### src/hdl/adc_pkg.sv
// ==========================================================================
// Register map and field layout of the converter control group.
package adc_pkg;

  localparam logic [7:0] POWER_CTRL_OFS    = 8'h02;
  localparam logic [7:0] MUTE_REQ_OFS      = 8'h03;
  localparam logic [7:0] PLL_CTRL_OFS      = 8'h04;
  localparam logic [7:0] PAGE_INC_OFS      = 8'h06;
  localparam logic [7:0] FILT_OUT_OFS      = 8'h07;
  localparam logic [7:0] PIN_DIR_OFS       = 8'h08;

  localparam int POWERDOWN_BIT   = 0;
  localparam int STANDBY_BIT     = 4;
  localparam int LEFT_MUTE_BIT   = 4;
  localparam int RIGHT_MUTE_BIT  = 0;
  localparam int PLL_ENABLE_BIT  = 0;
  localparam int PLL_UNLOCK_BIT  = 4;
  localparam int PAGE_INC_BIT    = 3;
  localparam int DEEMPH_BIT      = 4;
  localparam int SOURCE_SEL_BIT  = 0;
  localparam int PIN_DIR_BIT     = 5;
  localparam int MUTE_FWD_BIT    = 4;

  localparam logic POWERDOWN_RST  = 1'b0;
  localparam logic STANDBY_RST    = 1'b0;
  localparam logic MUTE_RST       = 1'b0;
  localparam logic PLL_ENABLE_RST = 1'b1;
  localparam logic PAGE_INC_RST   = 1'b0;
  localparam logic DEEMPH_RST     = 1'b0;
  localparam logic SOURCE_SEL_RST = 1'b1;
  localparam logic PIN_DIR_RST    = 1'b0;
  localparam logic MUTE_FWD_RST   = 1'b0;

  // Page geometry for auto-increment addressing.
  localparam logic [7:0] PAGE_LAST_LOC    = 8'h7f;
  localparam logic [7:0] NEXT_PAGE_START  = 8'h08;

  // Ramp step period for soft mute.
  localparam int RAMP_STEP_NS     = 100;
  localparam int CLK_PERIOD_NS    = 10;
  localparam int RAMP_STEP_CYCLES = (RAMP_STEP_NS + CLK_PERIOD_NS - 1) / CLK_PERIOD_NS;

  typedef enum { PWR_RUN, PWR_STANDBY, PWR_DOWN } adc_power_type;

  typedef struct packed {
    logic       wr;
    logic       rd;
    logic [7:0] addr;
    logic [7:0] wdata;
  } adc_bus_type;

  typedef struct packed {
    logic powerdown;
    logic standby;
    logic left_mute;
    logic right_mute;
    logic pll_enable;
    logic page_inc_dis;
    logic deemph;
    logic source_sel;
    logic pin_dir;
    logic mute_fwd;
  } adc_ctrl_type;

endpackage : adc_pkg

### src/hdl/adc_ctrl_regs.sv
`timescale 1ns/1ps
// Contract
// - Powerdown: lowest power, charge pump off
// - Powerdown wins over standby when both set
// - Standby: most off, pump and digital on
// - Left mute ramps volume down, up smoothly
// - Right mute ramps volume down, up smoothly
// - Unlock flag zero when locked, one disabled
// - PLL enable resets one; zero selects pin
// - Page wrap: next page 8th, or 0
// - Bit four enables de-emphasis filter
// - Source select: zero post, one pre
// - Bit five drives serial output pin
// - Bit four forwards mute to power stage
module adc_ctrl_regs #(
  parameter int VOL_W = 8
) (
  input  wire logic                MCLK,          // Master clock, 100 MHz.
  input  wire logic                NRST,          // Asynchronous reset, active low.
  input  wire adc_pkg::adc_bus_type BUS,          // Host register access.
  output logic [7:0]               RDATA,         // Read data, registered.
  input  wire logic                PLL_LOCKED,    // Lock indication from the PLL.
  input  wire logic [7:0]          BOOK,          // Current book of the host port.
  input  wire logic [7:0]          PAGE,          // Current page of the host port.
  input  wire logic [7:0]          ADDR_CUR,      // Current location of the host port.
  output logic [7:0]               NEXT_PAGE,     // Page after auto-increment.
  output logic [7:0]               NEXT_ADDR,     // Location after auto-increment.
  output logic                     POWERDOWN,     // Lowest-power state active.
  output logic                     STANDBY,       // System standby active.
  output logic                     PUMP_ON,       // Charge pump supply on.
  output logic                     ANALOG_ON,     // Subsystems powered.
  output logic [VOL_W-1:0]         VOL_LEFT,      // Left gain scale.
  output logic [VOL_W-1:0]         VOL_RIGHT,     // Right gain scale.
  output logic                     PLL_ON,        // Internal PLL running.
  output logic                     CLK_FROM_PIN,  // Master clock taken from pin.
  output logic                     DEEMPH_ON,     // De-emphasis filter in path.
  input  wire logic                PRE_AUDIO,     // Pre-processing audio bit.
  input  wire logic                POST_AUDIO,    // Post-processing audio bit.
  input  wire logic                SERIAL_DATA_OUTPUT_PIN_I,  // Serial output pin input.
  output logic                     SERIAL_DATA_OUTPUT_PIN_O,  // Serial output pin drive.
  output logic                     SERIAL_DATA_OUTPUT_PIN_OE, // Serial output pin enable.
  output logic                     SERIAL_DATA_OUTPUT_PIN_IN, // Pin level when used as input.
  input  wire logic                MUTE_CTRL,     // Converter mute control.
  output logic                     AMP_MUTE       // Mute forwarded to power stage.
);

  // ========================================================================
  // Control registers
  adc_pkg::adc_ctrl_type ctrl_reg;
  adc_pkg::adc_ctrl_type ctrl_next;
  logic [7:0]            rdata_reg;
  logic [7:0]            rdata_next;

  always_comb
  begin
    ctrl_next = ctrl_reg;
    if (BUS.wr)
    begin
      case (BUS.addr)
        adc_pkg::POWER_CTRL_OFS:
        begin
          ctrl_next.powerdown = BUS.wdata[adc_pkg::POWERDOWN_BIT];
          ctrl_next.standby   = BUS.wdata[adc_pkg::STANDBY_BIT];
        end
        adc_pkg::MUTE_REQ_OFS:
        begin
          ctrl_next.left_mute  = BUS.wdata[adc_pkg::LEFT_MUTE_BIT];
          ctrl_next.right_mute = BUS.wdata[adc_pkg::RIGHT_MUTE_BIT];
        end
        adc_pkg::PLL_CTRL_OFS:
          ctrl_next.pll_enable = BUS.wdata[adc_pkg::PLL_ENABLE_BIT];
        adc_pkg::PAGE_INC_OFS:
          ctrl_next.page_inc_dis = BUS.wdata[adc_pkg::PAGE_INC_BIT];
        adc_pkg::FILT_OUT_OFS:
        begin
          ctrl_next.deemph     = BUS.wdata[adc_pkg::DEEMPH_BIT];
          ctrl_next.source_sel = BUS.wdata[adc_pkg::SOURCE_SEL_BIT];
        end
        adc_pkg::PIN_DIR_OFS:
        begin
          ctrl_next.pin_dir  = BUS.wdata[adc_pkg::PIN_DIR_BIT];
          ctrl_next.mute_fwd = BUS.wdata[adc_pkg::MUTE_FWD_BIT];
        end
        default: ctrl_next = ctrl_reg;
      endcase
    end
  end

  // Only named fields are stored, so reserved bits read zero.
  always_comb
  begin
    rdata_next = 8'h00;
    case (BUS.addr)
      adc_pkg::POWER_CTRL_OFS:
      begin
        rdata_next[adc_pkg::POWERDOWN_BIT] = ctrl_reg.powerdown;
        rdata_next[adc_pkg::STANDBY_BIT]   = ctrl_reg.standby;
      end
      adc_pkg::MUTE_REQ_OFS:
      begin
        rdata_next[adc_pkg::LEFT_MUTE_BIT]  = ctrl_reg.left_mute;
        rdata_next[adc_pkg::RIGHT_MUTE_BIT] = ctrl_reg.right_mute;
      end
      adc_pkg::PLL_CTRL_OFS:
      begin
        rdata_next[adc_pkg::PLL_ENABLE_BIT] = ctrl_reg.pll_enable;
        rdata_next[adc_pkg::PLL_UNLOCK_BIT] = !(ctrl_reg.pll_enable && PLL_LOCKED);
      end
      adc_pkg::PAGE_INC_OFS:
        rdata_next[adc_pkg::PAGE_INC_BIT] = ctrl_reg.page_inc_dis;
      adc_pkg::FILT_OUT_OFS:
      begin
        rdata_next[adc_pkg::DEEMPH_BIT]     = ctrl_reg.deemph;
        rdata_next[adc_pkg::SOURCE_SEL_BIT] = ctrl_reg.source_sel;
      end
      adc_pkg::PIN_DIR_OFS:
      begin
        rdata_next[adc_pkg::PIN_DIR_BIT]  = ctrl_reg.pin_dir;
        rdata_next[adc_pkg::MUTE_FWD_BIT] = ctrl_reg.mute_fwd;
      end
      default: rdata_next = 8'h00;
    endcase
    if (!BUS.rd)
      rdata_next = rdata_reg;
  end

  always_ff @(posedge MCLK or negedge NRST)
  begin
    if (!NRST)
    begin
      ctrl_reg.powerdown    <= adc_pkg::POWERDOWN_RST;
      ctrl_reg.standby      <= adc_pkg::STANDBY_RST;
      ctrl_reg.left_mute    <= adc_pkg::MUTE_RST;
      ctrl_reg.right_mute   <= adc_pkg::MUTE_RST;
      ctrl_reg.pll_enable   <= adc_pkg::PLL_ENABLE_RST;
      ctrl_reg.page_inc_dis <= adc_pkg::PAGE_INC_RST;
      ctrl_reg.deemph       <= adc_pkg::DEEMPH_RST;
      ctrl_reg.source_sel   <= adc_pkg::SOURCE_SEL_RST;
      ctrl_reg.pin_dir      <= adc_pkg::PIN_DIR_RST;
      ctrl_reg.mute_fwd     <= adc_pkg::MUTE_FWD_RST;
      rdata_reg             <= 8'h00;
    end
    else
    begin
      ctrl_reg  <= ctrl_next;
      rdata_reg <= rdata_next;
    end
  end

  assign RDATA = rdata_reg;

  // ========================================================================
  // Power state
  adc_pkg::adc_power_type pwr_reg;
  adc_pkg::adc_power_type pwr_next;

  always_comb
  begin
    if (ctrl_reg.powerdown)
      pwr_next = adc_pkg::PWR_DOWN;
    else if (ctrl_reg.standby)
      pwr_next = adc_pkg::PWR_STANDBY;
    else
      pwr_next = adc_pkg::PWR_RUN;
  end

  always_ff @(posedge MCLK or negedge NRST)
  begin
    if (!NRST)
      pwr_reg <= adc_pkg::PWR_RUN;
    else
      pwr_reg <= pwr_next;
  end

  always_comb
  begin
    case (pwr_reg)
      adc_pkg::PWR_DOWN:
      begin
        POWERDOWN = 1'b1;
        STANDBY   = 1'b0;
        PUMP_ON   = 1'b0;
        ANALOG_ON = 1'b0;
      end
      adc_pkg::PWR_STANDBY:
      begin
        POWERDOWN = 1'b0;
        STANDBY   = 1'b1;
        PUMP_ON   = 1'b1;
        ANALOG_ON = 1'b0;
      end
      default:
      begin
        POWERDOWN = 1'b0;
        STANDBY   = 1'b0;
        PUMP_ON   = 1'b1;
        ANALOG_ON = 1'b1;
      end
    endcase
  end

  // ========================================================================
  // Soft mute ramps
  // One step per tick keeps the gain change below audible click level.
  localparam logic [VOL_W-1:0] VOL_FULL = {VOL_W{1'b1}};
  localparam int               TICK_W   = $clog2(adc_pkg::RAMP_STEP_CYCLES + 1);
  localparam logic [TICK_W-1:0] TICK_LAST = TICK_W'(adc_pkg::RAMP_STEP_CYCLES - 1);

  logic [TICK_W-1:0] tick_reg;
  logic [TICK_W-1:0] tick_next;
  logic [VOL_W-1:0]  vol_l_reg;
  logic [VOL_W-1:0]  vol_l_next;
  logic [VOL_W-1:0]  vol_r_reg;
  logic [VOL_W-1:0]  vol_r_next;
  logic              tick;

  always_comb
  begin
    tick       = (tick_reg == TICK_LAST);
    tick_next  = tick ? '0 : tick_reg + 1'b1;
    vol_l_next = vol_l_reg;
    vol_r_next = vol_r_reg;
    if (tick)
    begin
      if (ctrl_reg.left_mute && vol_l_reg != '0)
        vol_l_next = vol_l_reg - 1'b1;
      else if (!ctrl_reg.left_mute && vol_l_reg != VOL_FULL)
        vol_l_next = vol_l_reg + 1'b1;
      if (ctrl_reg.right_mute && vol_r_reg != '0)
        vol_r_next = vol_r_reg - 1'b1;
      else if (!ctrl_reg.right_mute && vol_r_reg != VOL_FULL)
        vol_r_next = vol_r_reg + 1'b1;
    end
  end

  always_ff @(posedge MCLK or negedge NRST)
  begin
    if (!NRST)
    begin
      tick_reg  <= '0;
      vol_l_reg <= VOL_FULL;
      vol_r_reg <= VOL_FULL;
    end
    else
    begin
      tick_reg  <= tick_next;
      vol_l_reg <= vol_l_next;
      vol_r_reg <= vol_r_next;
    end
  end

  assign VOL_LEFT  = vol_l_reg;
  assign VOL_RIGHT = vol_r_reg;

  // ========================================================================
  // Clock, filter, pins and page addressing
  assign PLL_ON       = ctrl_reg.pll_enable;
  assign CLK_FROM_PIN = !ctrl_reg.pll_enable;
  assign DEEMPH_ON    = ctrl_reg.deemph;
  assign SERIAL_DATA_OUTPUT_PIN_OE = ctrl_reg.pin_dir;
  assign SERIAL_DATA_OUTPUT_PIN_IN = ctrl_reg.pin_dir ? 1'b0 : SERIAL_DATA_OUTPUT_PIN_I;
  assign AMP_MUTE     = ctrl_reg.mute_fwd && MUTE_CTRL;

  logic ser_out_reg;
  always_ff @(posedge MCLK or negedge NRST)
  begin
    if (!NRST)
      ser_out_reg <= 1'b0;
    else
      ser_out_reg <= ctrl_reg.source_sel ? PRE_AUDIO : POST_AUDIO;
  end
  assign SERIAL_DATA_OUTPUT_PIN_O = ser_out_reg;

  always_comb
  begin
    NEXT_PAGE = PAGE;
    NEXT_ADDR = ADDR_CUR + 8'h01;
    if (ADDR_CUR == adc_pkg::PAGE_LAST_LOC)
    begin
      if (BOOK != 8'h00 && !ctrl_reg.page_inc_dis)
      begin
        NEXT_PAGE = PAGE + 8'h01;
        NEXT_ADDR = adc_pkg::NEXT_PAGE_START;
      end
      else
        NEXT_ADDR = 8'h00;
    end
  end

  // ========================================================================
  // Checks
  pd_wins_a: assert property (@(posedge MCLK) disable iff (!NRST)
    ctrl_reg.powerdown |=> POWERDOWN && !STANDBY && !PUMP_ON)
    else $error("powerdown not taken");
  pd_state_a: assert property (@(posedge MCLK) disable iff (!NRST)
    POWERDOWN |-> !PUMP_ON && !ANALOG_ON)
    else $error("pump on in powerdown");
  stby_pump_a: assert property (@(posedge MCLK) disable iff (!NRST)
    (ctrl_reg.standby && !ctrl_reg.powerdown) |=> STANDBY && PUMP_ON)
    else $error("standby wrong");
  left_ramp_a: assert property (@(posedge MCLK) disable iff (!NRST)
    (ctrl_reg.left_mute && $past(ctrl_reg.left_mute)) |-> VOL_LEFT <= $past(VOL_LEFT))
    else $error("left rose under mute");
  right_ramp_a: assert property (@(posedge MCLK) disable iff (!NRST)
    (!ctrl_reg.right_mute && $past(!ctrl_reg.right_mute)) |-> VOL_RIGHT >= $past(VOL_RIGHT))
    else $error("right fell unmuted");
  unlock_flag_a: assert property (@(posedge MCLK) disable iff (!NRST)
    (BUS.rd && BUS.addr == adc_pkg::PLL_CTRL_OFS && !ctrl_reg.pll_enable)
    |=> RDATA[adc_pkg::PLL_UNLOCK_BIT])
    else $error("unlock flag clear while disabled");
  clk_sel_a: assert property (@(posedge MCLK) disable iff (!NRST)
    (BUS.wr && BUS.addr == adc_pkg::PLL_CTRL_OFS)
    |=> PLL_ON == $past(BUS.wdata[adc_pkg::PLL_ENABLE_BIT]) && CLK_FROM_PIN != PLL_ON)
    else $error("clock select inconsistent");
  ser_out_src_a: assert property (@(posedge MCLK) disable iff (!NRST)
    ##1 SERIAL_DATA_OUTPUT_PIN_O
        == ($past(ctrl_reg.source_sel) ? $past(PRE_AUDIO) : $past(POST_AUDIO)))
    else $error("serial output source wrong");
  page_wrap_a: assert property (@(posedge MCLK) disable iff (!NRST)
    (ADDR_CUR == adc_pkg::PAGE_LAST_LOC && ctrl_reg.page_inc_dis)
    |-> NEXT_ADDR == 8'h00 && NEXT_PAGE == PAGE)
    else $error("page wrap wrong");
  fwd_mute_a: assert property (@(posedge MCLK) disable iff (!NRST)
    (BUS.wr && BUS.addr == adc_pkg::PIN_DIR_OFS) |=> (AMP_MUTE == (MUTE_CTRL
    && $past(BUS.wdata[adc_pkg::MUTE_FWD_BIT]))) && (SERIAL_DATA_OUTPUT_PIN_OE
    == $past(BUS.wdata[adc_pkg::PIN_DIR_BIT])))
    else $error("forwarding or pin direction wrong");
  rsvd_zero_a: assert property (@(posedge MCLK) disable iff (!NRST)
    (BUS.rd && BUS.addr == adc_pkg::MUTE_REQ_OFS) |=> RDATA[7:5] == 3'h0)
    else $error("reserved bits set");

  pd_seen_c:   cover property (@(posedge MCLK) disable iff (!NRST) POWERDOWN);
  stby_seen_c: cover property (@(posedge MCLK) disable iff (!NRST) STANDBY);
  mute_done_c: cover property (@(posedge MCLK) disable iff (!NRST) VOL_LEFT == '0);
  page_next_c: cover property (@(posedge MCLK) disable iff (!NRST)
    NEXT_ADDR == adc_pkg::NEXT_PAGE_START && NEXT_PAGE != PAGE);

endmodule : adc_ctrl_regs

### config.mk
export PLATFORM = sky130hd
export DESIGN_NAME = adc_ctrl_regs
export DESIGN_NICKNAME = d
export VERILOG_FILES = /design/src/hdl/adc_pkg.sv /design/src/hdl/adc_ctrl_regs.sv
export SDC_FILE = /design/constraint.sdc
export NUM_CORES = 1
export LEC_CHECK = 0
export CORE_MARGIN = 1.5
export CORE_UTILIZATION = 55
export CTS_BUF_LIST = sky130_fd_sc_hd__clkbuf_8
export DETAILED_ROUTE_END_ITERATION = 12
export DONT_BUFFER_PORTS = 1
export GPL_TIMING_DRIVEN = 0
export MAX_ROUTING_LAYER = met4
export PLACE_DENSITY = 0.7
export SLEW_MARGIN = 20
export SYNTH_ARGS = -nofsm -noshare
export SYNTH_HDL_FRONTEND = slang
export SYNTH_SLANG_ARGS = --single-unit
export TNS_END_PERCENT = 100
### constraint.sdc
create_clock -name MCLK -period 3.75 [get_ports MCLK]
set_input_delay 0.5625 -clock MCLK [delete_from_list [all_inputs] [get_ports MCLK]]
set_output_delay 0.5625 -clock MCLK [all_outputs]
set_load 0.01 [all_outputs]
==> impl_metrics.ini, run 1 <==
[critical_path]
cp_max_fo = 6
crit_type = register to register
worst_ep_required_time_ns = 3.99
arrival_ns = 3.20
crit_path_start = VOL_LEFT[6]
crit_path_end_kind = register
r2r_start = VOL_LEFT[6]
cp-start-kind = register

[floorplanning]
io_pins = 100
die_h_um = 73.2
initial_core_util_pct = 57.4
rows = 25
die_area_mm2 = 0.00536
die_w_um = 73.2
core-area_mm2 = 0.00472

[power_and_ir_drop]
switching_power_w = 0.000359
intPower_w = 0.000771
pwr-share-seq_pct = 48.0
ir_drop_mv = 0.463
p_leak_nw = 1.29
share_comb_of_total_power_pct = 26.2
clockPowerShare_pct = 25.8
powerDensity_mw_per_mm2 = 388
finalPower_w = 0.00113
sw_frac_of_total_pct = 31.7

[detailed_routing]
drcViolationCount = 0
highest_layer = met4
via_per_inst = 5.74
ant_nets = 0
routed_wl_um = 5340
drt-initial-drc-count = 112
dr.pass1.iters = 4
wl_per_cell_um = 15.3
vias = 2004
wl_met3_um = 361
met2_length_um = 2650
met1Wirelength_um = 2290

[place]
port_buffers = 0
gp_congestion = 0.827
hpwlAfterDp_um = 4110
place_ws_ns = 0.805

[synthesis]
ys_ff_latch = 37
ys_warn_count = 0
synth_compound_area_share_pct = 13.3
synth_xor_area_share_pct = 7.43
yosys-mux-area-fraction_pct = 12.8
yosysUniqueCellTypes = 51
synth_top_family_by_area = simple AND/OR/NAND/NOR gates
synth_fa_ha_area_share_pct = 8.86
synth-simple-area-share_pct = 18.4
syn_area_mm2 = 0.00271
yosysSeqAreaShare_pct = 35.0
syn_avg_cell_area_um2 = 10.0
syn_inst = 270

[cells_and_area]
mostFrequentLayoutCell = dfrtp_1
nets = 348
antenna_cells = 0
drive_gt1_share_pct = 22.7
final_cell_mix = dfrtp_1, dfstp_2, inv_1, nor2_1, ha_1
fillCellCount = 403
areaGrowthSynthToFinish_pct = 7.33

[grt]
overflow = 0
grt_start_max_net_pins = 20
antenna_found_initial = 0
grt_first_pass_wirelength_um = 8490
first_global_vias = 1913
grtUsageTotal_pct = 20.9

[sta]
hold_viol = 0
finalCriticalPeriod_ns = 2.96
fmax_mhz = 338
slew_violations = 0
period_share_pct = 78.9
rsz0062_at_grt = no
skew_ns = 0.00872
fin_setup_tns_ns = 0
setup_violations = 0
setup_slack_ns = 0.792
slew_headroom_pct = 43.3
tightestPinTransition_ns = 0.847

[clock_tree]
clock_sinks = 37
clk_pin_slew_ns = 0.08
cts-resized-gates = 0
insertion_delay_ns = 0.29
post_cts_buffers = 0
cts_root_buf = clkbuf_8
cts_max_path_buffers = 2
cts_buffers = 5
htreeDepth = 2
cts_tree = yes

[min_path]
hold_class = input port to asynchronous set/reset pin

[outcome]
status = completed

[flow_run]
drv_cap = 0
-- power by group through the flow --
stage	clock, W	sequential, W	combinational, W
floorplan	0	0.000530	0.000258
global placement	0	0.000548	0.000284
detailed placement	0	0.000550	0.000292
CTS	0.000300	0.000544	0.000297
global route	0.000317	0.000550	0.000333
finish	0.000291	0.000543	0.000296
-- layer usage --
| metal | vias to the layer above | track usage (%) |
|---|---|---|
| li1 | 992 | - |
| met1 | 932 | 24.8 |
| met2 | 76 | 35.8 |
| met3 | 4 | 5.11 |
| met4 | 0 | 5.03 |
| met5 | - | - |
-- final timing paths --
check / end / slack, ns / cells after the start
min in group MCLK: ctrl_reg[0] / 0.42 / 1
max in group asynchronous: tick_reg[1] / 2.40 / 1
max reg2reg: VOL_LEFT[6] / 0.79 / 9
min: VOL_LEFT[6] / 0.11 / 0
max: VOL_LEFT[6] / 0.79 / 9
min reg2reg: pwr_reg[1] / 0.44 / 0
-- synthesized netlist by cell type, drive strengths merged --
| master | instances | share of area (%) |
|---|---|---|
| ha | 16 | 7.4 |
| a21o | 6 | 1.7 |
| mux2i | 4 | 1.5 |
| nand4b | 1 | 0.32 |
| o22ai | 3 | 0.69 |
| o21a | 5 | 1.7 |
| nor2b | 11 | 2.5 |
| dfstp | 18 | 17 |
| xor2 | 8 | 2.6 |
| clkbuf | 2 | 0.28 |
| nor2 | 17 | 2.6 |
| fa | 2 | 1.5 |
| mux2 | 24 | 11 |
| nand2b | 3 | 0.69 |
| and4 | 1 | 0.32 |
| nor4 | 5 | 1.9 |
| a211oi | 3 | 0.83 |
| xnor2 | 15 | 4.8 |
| and2 | 1 | 0.23 |
| or3 | 1 | 0.23 |
| nand3 | 10 | 2.0 |
| o211ai | 3 | 0.83 |
| and3 | 3 | 0.69 |
| dfrtp | 19 | 18 |
| nor3 | 8 | 1.5 |
| o21bai | 3 | 0.83 |
| o21ai | 10 | 2.1 |
| nand2 | 15 | 2.2 |
| o311ai | 2 | 0.65 |
| or4 | 4 | 1.1 |
| a21oi | 8 | 1.9 |
| a22o | 2 | 0.65 |
| nand3b | 4 | 1.1 |
| buf | 5 | 1.3 |
| nand4 | 4 | 0.92 |
| a32oi | 1 | 0.32 |
| inv | 18 | 2.5 |
| a221oi | 2 | 0.65 |
| a22oi | 2 | 0.55 |
| conb | 1 | 0.14 |
-- metrics by stage --
| stage | hold WS [ns] | utilization (%) | std cells | instance area (um^2) |
|---|---|---|---|---|
| floorplan | 0.267 | - | 273 | 2720 |
| global placement | 0.268 | 59.4 | 340 | 2810 |
| detailed placement | 0.268 | 59.4 | 340 | 2810 |
| CTS | 0.0987 | 61.6 | 349 | 2910 |
| global route | 0.0858 | 61.6 | 349 | 2910 |
| finish | 0.109 | 61.6 | 349 | 2910 |
-- timing repair --
action	4_1_cts	5_1_grt
endpoints found under the hold margin	19	0
hold buffers	1	0
setup endpoints to repair	0	0
-- cell type report --
class,count,area [um^2],share of cell area [%]
Multi-Input combinational cell,211,1670,57.2
Inverter,18,67.6,2.32
Clock buffer,6,82.6,2.84
Sequential cell,37,948,32.6
Clock inverter,2,11.3,0.387
Buffer,7,42.5,1.46
Tap cell,67,83.8,2.88
Timing Repair Buffer,1,10.0,0.344
-- logic make-up after synthesis --
kind of cell	after synthesis
AOI/OAI and AO/OA	50
xor gates and xnor gates	23
adders and majority gates	18
buffers and inverters	25
DFF	37
muxes	28
other	1
and+or+nand+nor	88
-- worst max-delay path, stage by stage (launching register included) --
cell      delay [ns]
dfstp_2         0.42
or4_1           0.53
o21ai_2         0.29
inv_1           0.21
ha_1            0.37
nor2b_1         0.15
o21a_1          0.20
o21a_1          0.20
o311ai_0        0.33
mux2_4          0.21
Power figures use the tool's default switching activity.
==> inputs of run 2 (changes only) <==
ABC_AREA = 1   (was not set)
clock period = 2.9 ns   (was 3.75 ns; I/O delays follow)
==> impl_metrics.ini, run 2 <==
[outcome]
status = completed

[detailed_routing]
vias = 2526
drcViolationCount = 0
via_per_inst = 5.06
ant_nets = 0
wl_per_cell_um = 11.9
dr.pass1.iters = 4
drt-initial-drc-count = 117
routed_wl_um = 5930

[clock_tree]
cts_tree = yes
clock_sinks = 37
clk_pin_slew_ns = 0.07
htreeDepth = 2
post_cts_buffers = 0
cts_hold_buf = 2
cts-resized-gates = 0
cts_buffers = 5
cts_max_path_buffers = 2
insertion_delay_ns = 0.29
cts_root_buf = clkbuf_8

[place]
gp_congestion = 0.835
post-place-cells = 489
hpwlAfterDp_um = 4680
port_buffers = 0

[cells_and_area]
antenna_cells = 0
final_cells = 499
drive_gt1_share_pct = 10.5
areaGrowthSynthToFinish_pct = 7.64
final_cell_mix = nand2_1, inv_1, nor2_1, nand3_1, dfrtp_1
mostFrequentLayoutCell = nand2_1
nets = 495

[critical_path]
worst_ep_required_time_ns = 3.13
critPathSlowestCell = dfstp_2
critPathMostFrequentCell = nand2_1
cp_max_fo = 7
crit_type = register to register
cp-start-kind = register
arrival_ns = 2.68
crit_path_end_kind = register
path_cells = nor2_1, nand2_1, nor2_1, nor2_1, ha_1, or2_2, and2_1, nand3_1, nand2_1, nand2_1, nand3_1, nand2_1
critPathMaxStageDelay_ns = 0.60

[power_and_ir_drop]
powerDensity_mw_per_mm2 = 416
p_leak_nw = 1.58
ir_drop_mv = 0.244

[floorplanning]
rows = 26
initial_core_util_pct = 56.5
io_pins = 100
core-area_mm2 = 0.00507
die_h_um = 75.2
die_area_mm2 = 0.00566
die_w_um = 75.2

[synthesis]
yosysSeqAreaShare_pct = 33.1
synth-edff-count = 0
yosys.cell_count.top_type = nand2_1
ys_ff_latch = 37
netlist_top_cells_area = nand2_1, dfrtp_1, dfstp_2
synth_largest_area_cell = nand2_1
ys_warn_count = 0
synth.top_cell.area_share_pct = 17.8
syn_inst = 416
syn_avg_cell_area_um2 = 6.89
syn_area_mm2 = 0.00287
ys_async_sr_fraction_pct = 100
synth_flop_cell = dfrtp_1
yosysUniqueCellTypes = 39
synthTopCellsByCount = nand2_1, inv_1, nor2_1

[grt]
grtUsageTotal_pct = 21.9
antenna_found_initial = 0
first_global_vias = 2240
grt_first_pass_wirelength_um = 9230
overflow = 0
grt_start_max_net_pins = 38

[sta]
slew_violations = 0
hold_viol = 0
setup_violations = 0
holdWs_ns = 0.212
tightestPinTransition_ns = 0.620
fin_setup_tns_ns = 0
fmax_mhz = 408
finalCriticalPeriod_ns = 2.45
slew_headroom_pct = 58.3
rsz0062_at_grt = no
period_share_pct = 84.6
skew_ns = 0.00714

[min_path]
hold_class = input port to register

[flow_run]
drv_cap = 0
## run 2: cell count changes after synthesis, moves of 6 or more
cell and delta:
nand2_1 +122, nor2_1 +35, mux2_4 -10, nor3_1 -7
nand3_1 +18, nor2b_1 -11, mux2_2 -14, o21ai_0 +8
inv_1 +42, a21o_1 -6, xnor2_1 -11, o21ai_1 +8
## run 2: routing by layer
layer | track usage (%) | vias up | share of wire [%]
li1 | - | 1326 | -
met1 | 26.2 | 1113 | 44
met2 | 37.2 | 81 | 49
met3 | 5.22 | 6 | 5.8
met4 | 5.95 | 0 | 1.3
met5 | - | - | 0
## run 2: kinds of logic after synthesis
family / share of synthesized area, %
other: 0.131
xor gates and xnor gates: 4.54
and+or+nand+nor: 35.9
buffers and inverters: 9.38
adders and majority gates: 8.38
DFF: 33.1
AOI/OAI and AO/OA: 8.60
## run 2: area by class of cell
cell class | count | area, um^2
Buffer | 5 | 35.0
Fill cell | 490 | 1990
Multi-Input combinational cell | 316 | 1660
Clock inverter | 2 | 7.51
Tap cell | 70 | 87.6
Sequential cell | 37 | 948
Clock buffer | 6 | 82.6
Inverter | 61 | 234
Timing Repair Buffer | 2 | 30.0
## run 2: path summary, 6_finish.rpt
kind / from / endpoint / slack, ns / cells after the start
max: VOL_RIGHT[7] / VOL_RIGHT[5] / 0.45 / 12
min: BUS[17] / PLL_ON / 0.21 / 1
max reg2reg: VOL_RIGHT[7] / VOL_RIGHT[5] / 0.45 / 12
min reg2reg: ctrl_reg[9] / pwr_reg[1] / 0.45 / 0
max in group asynchronous: NRST / VOL_RIGHT[4] / 2.03 / 2
min in group asynchronous: NRST / pwr_reg[0] / 0.62 / 2
## run 2: report_power, final
| part | switching (W) | internal, W | total, W |
|---|---|---|---|
| logic | 0.000164 | 0.000110 | 0.000274 |
| registers | 0.0000666 | 0.000580 | 0.000647 |
| clock network | 0.000176 | 0.000187 | 0.000363 |
## run 2: through the flow
stage	utilization, %	worst slack, ns	power (W)	cell area (um^2)
3_3_place_gp	58.5	0.455	0.000910	2970
6_report	60.8	0.447	0.00128	3090
2_1_floorplan	-	0.758	0.000864	2880
5_1_grt	60.8	0.239	0.00137	3090
4_1_cts	60.8	0.452	0.00130	3090
3_5_place_dp	58.5	0.479	0.000916	2970
## run 2: critical path, delay by kind of cell, from the launching register on
kind / cells / cell delay (ns)
flops: 1 / 0.60
simple gates: 11 / 1.41
fa+ha+maj: 1 / 0.36
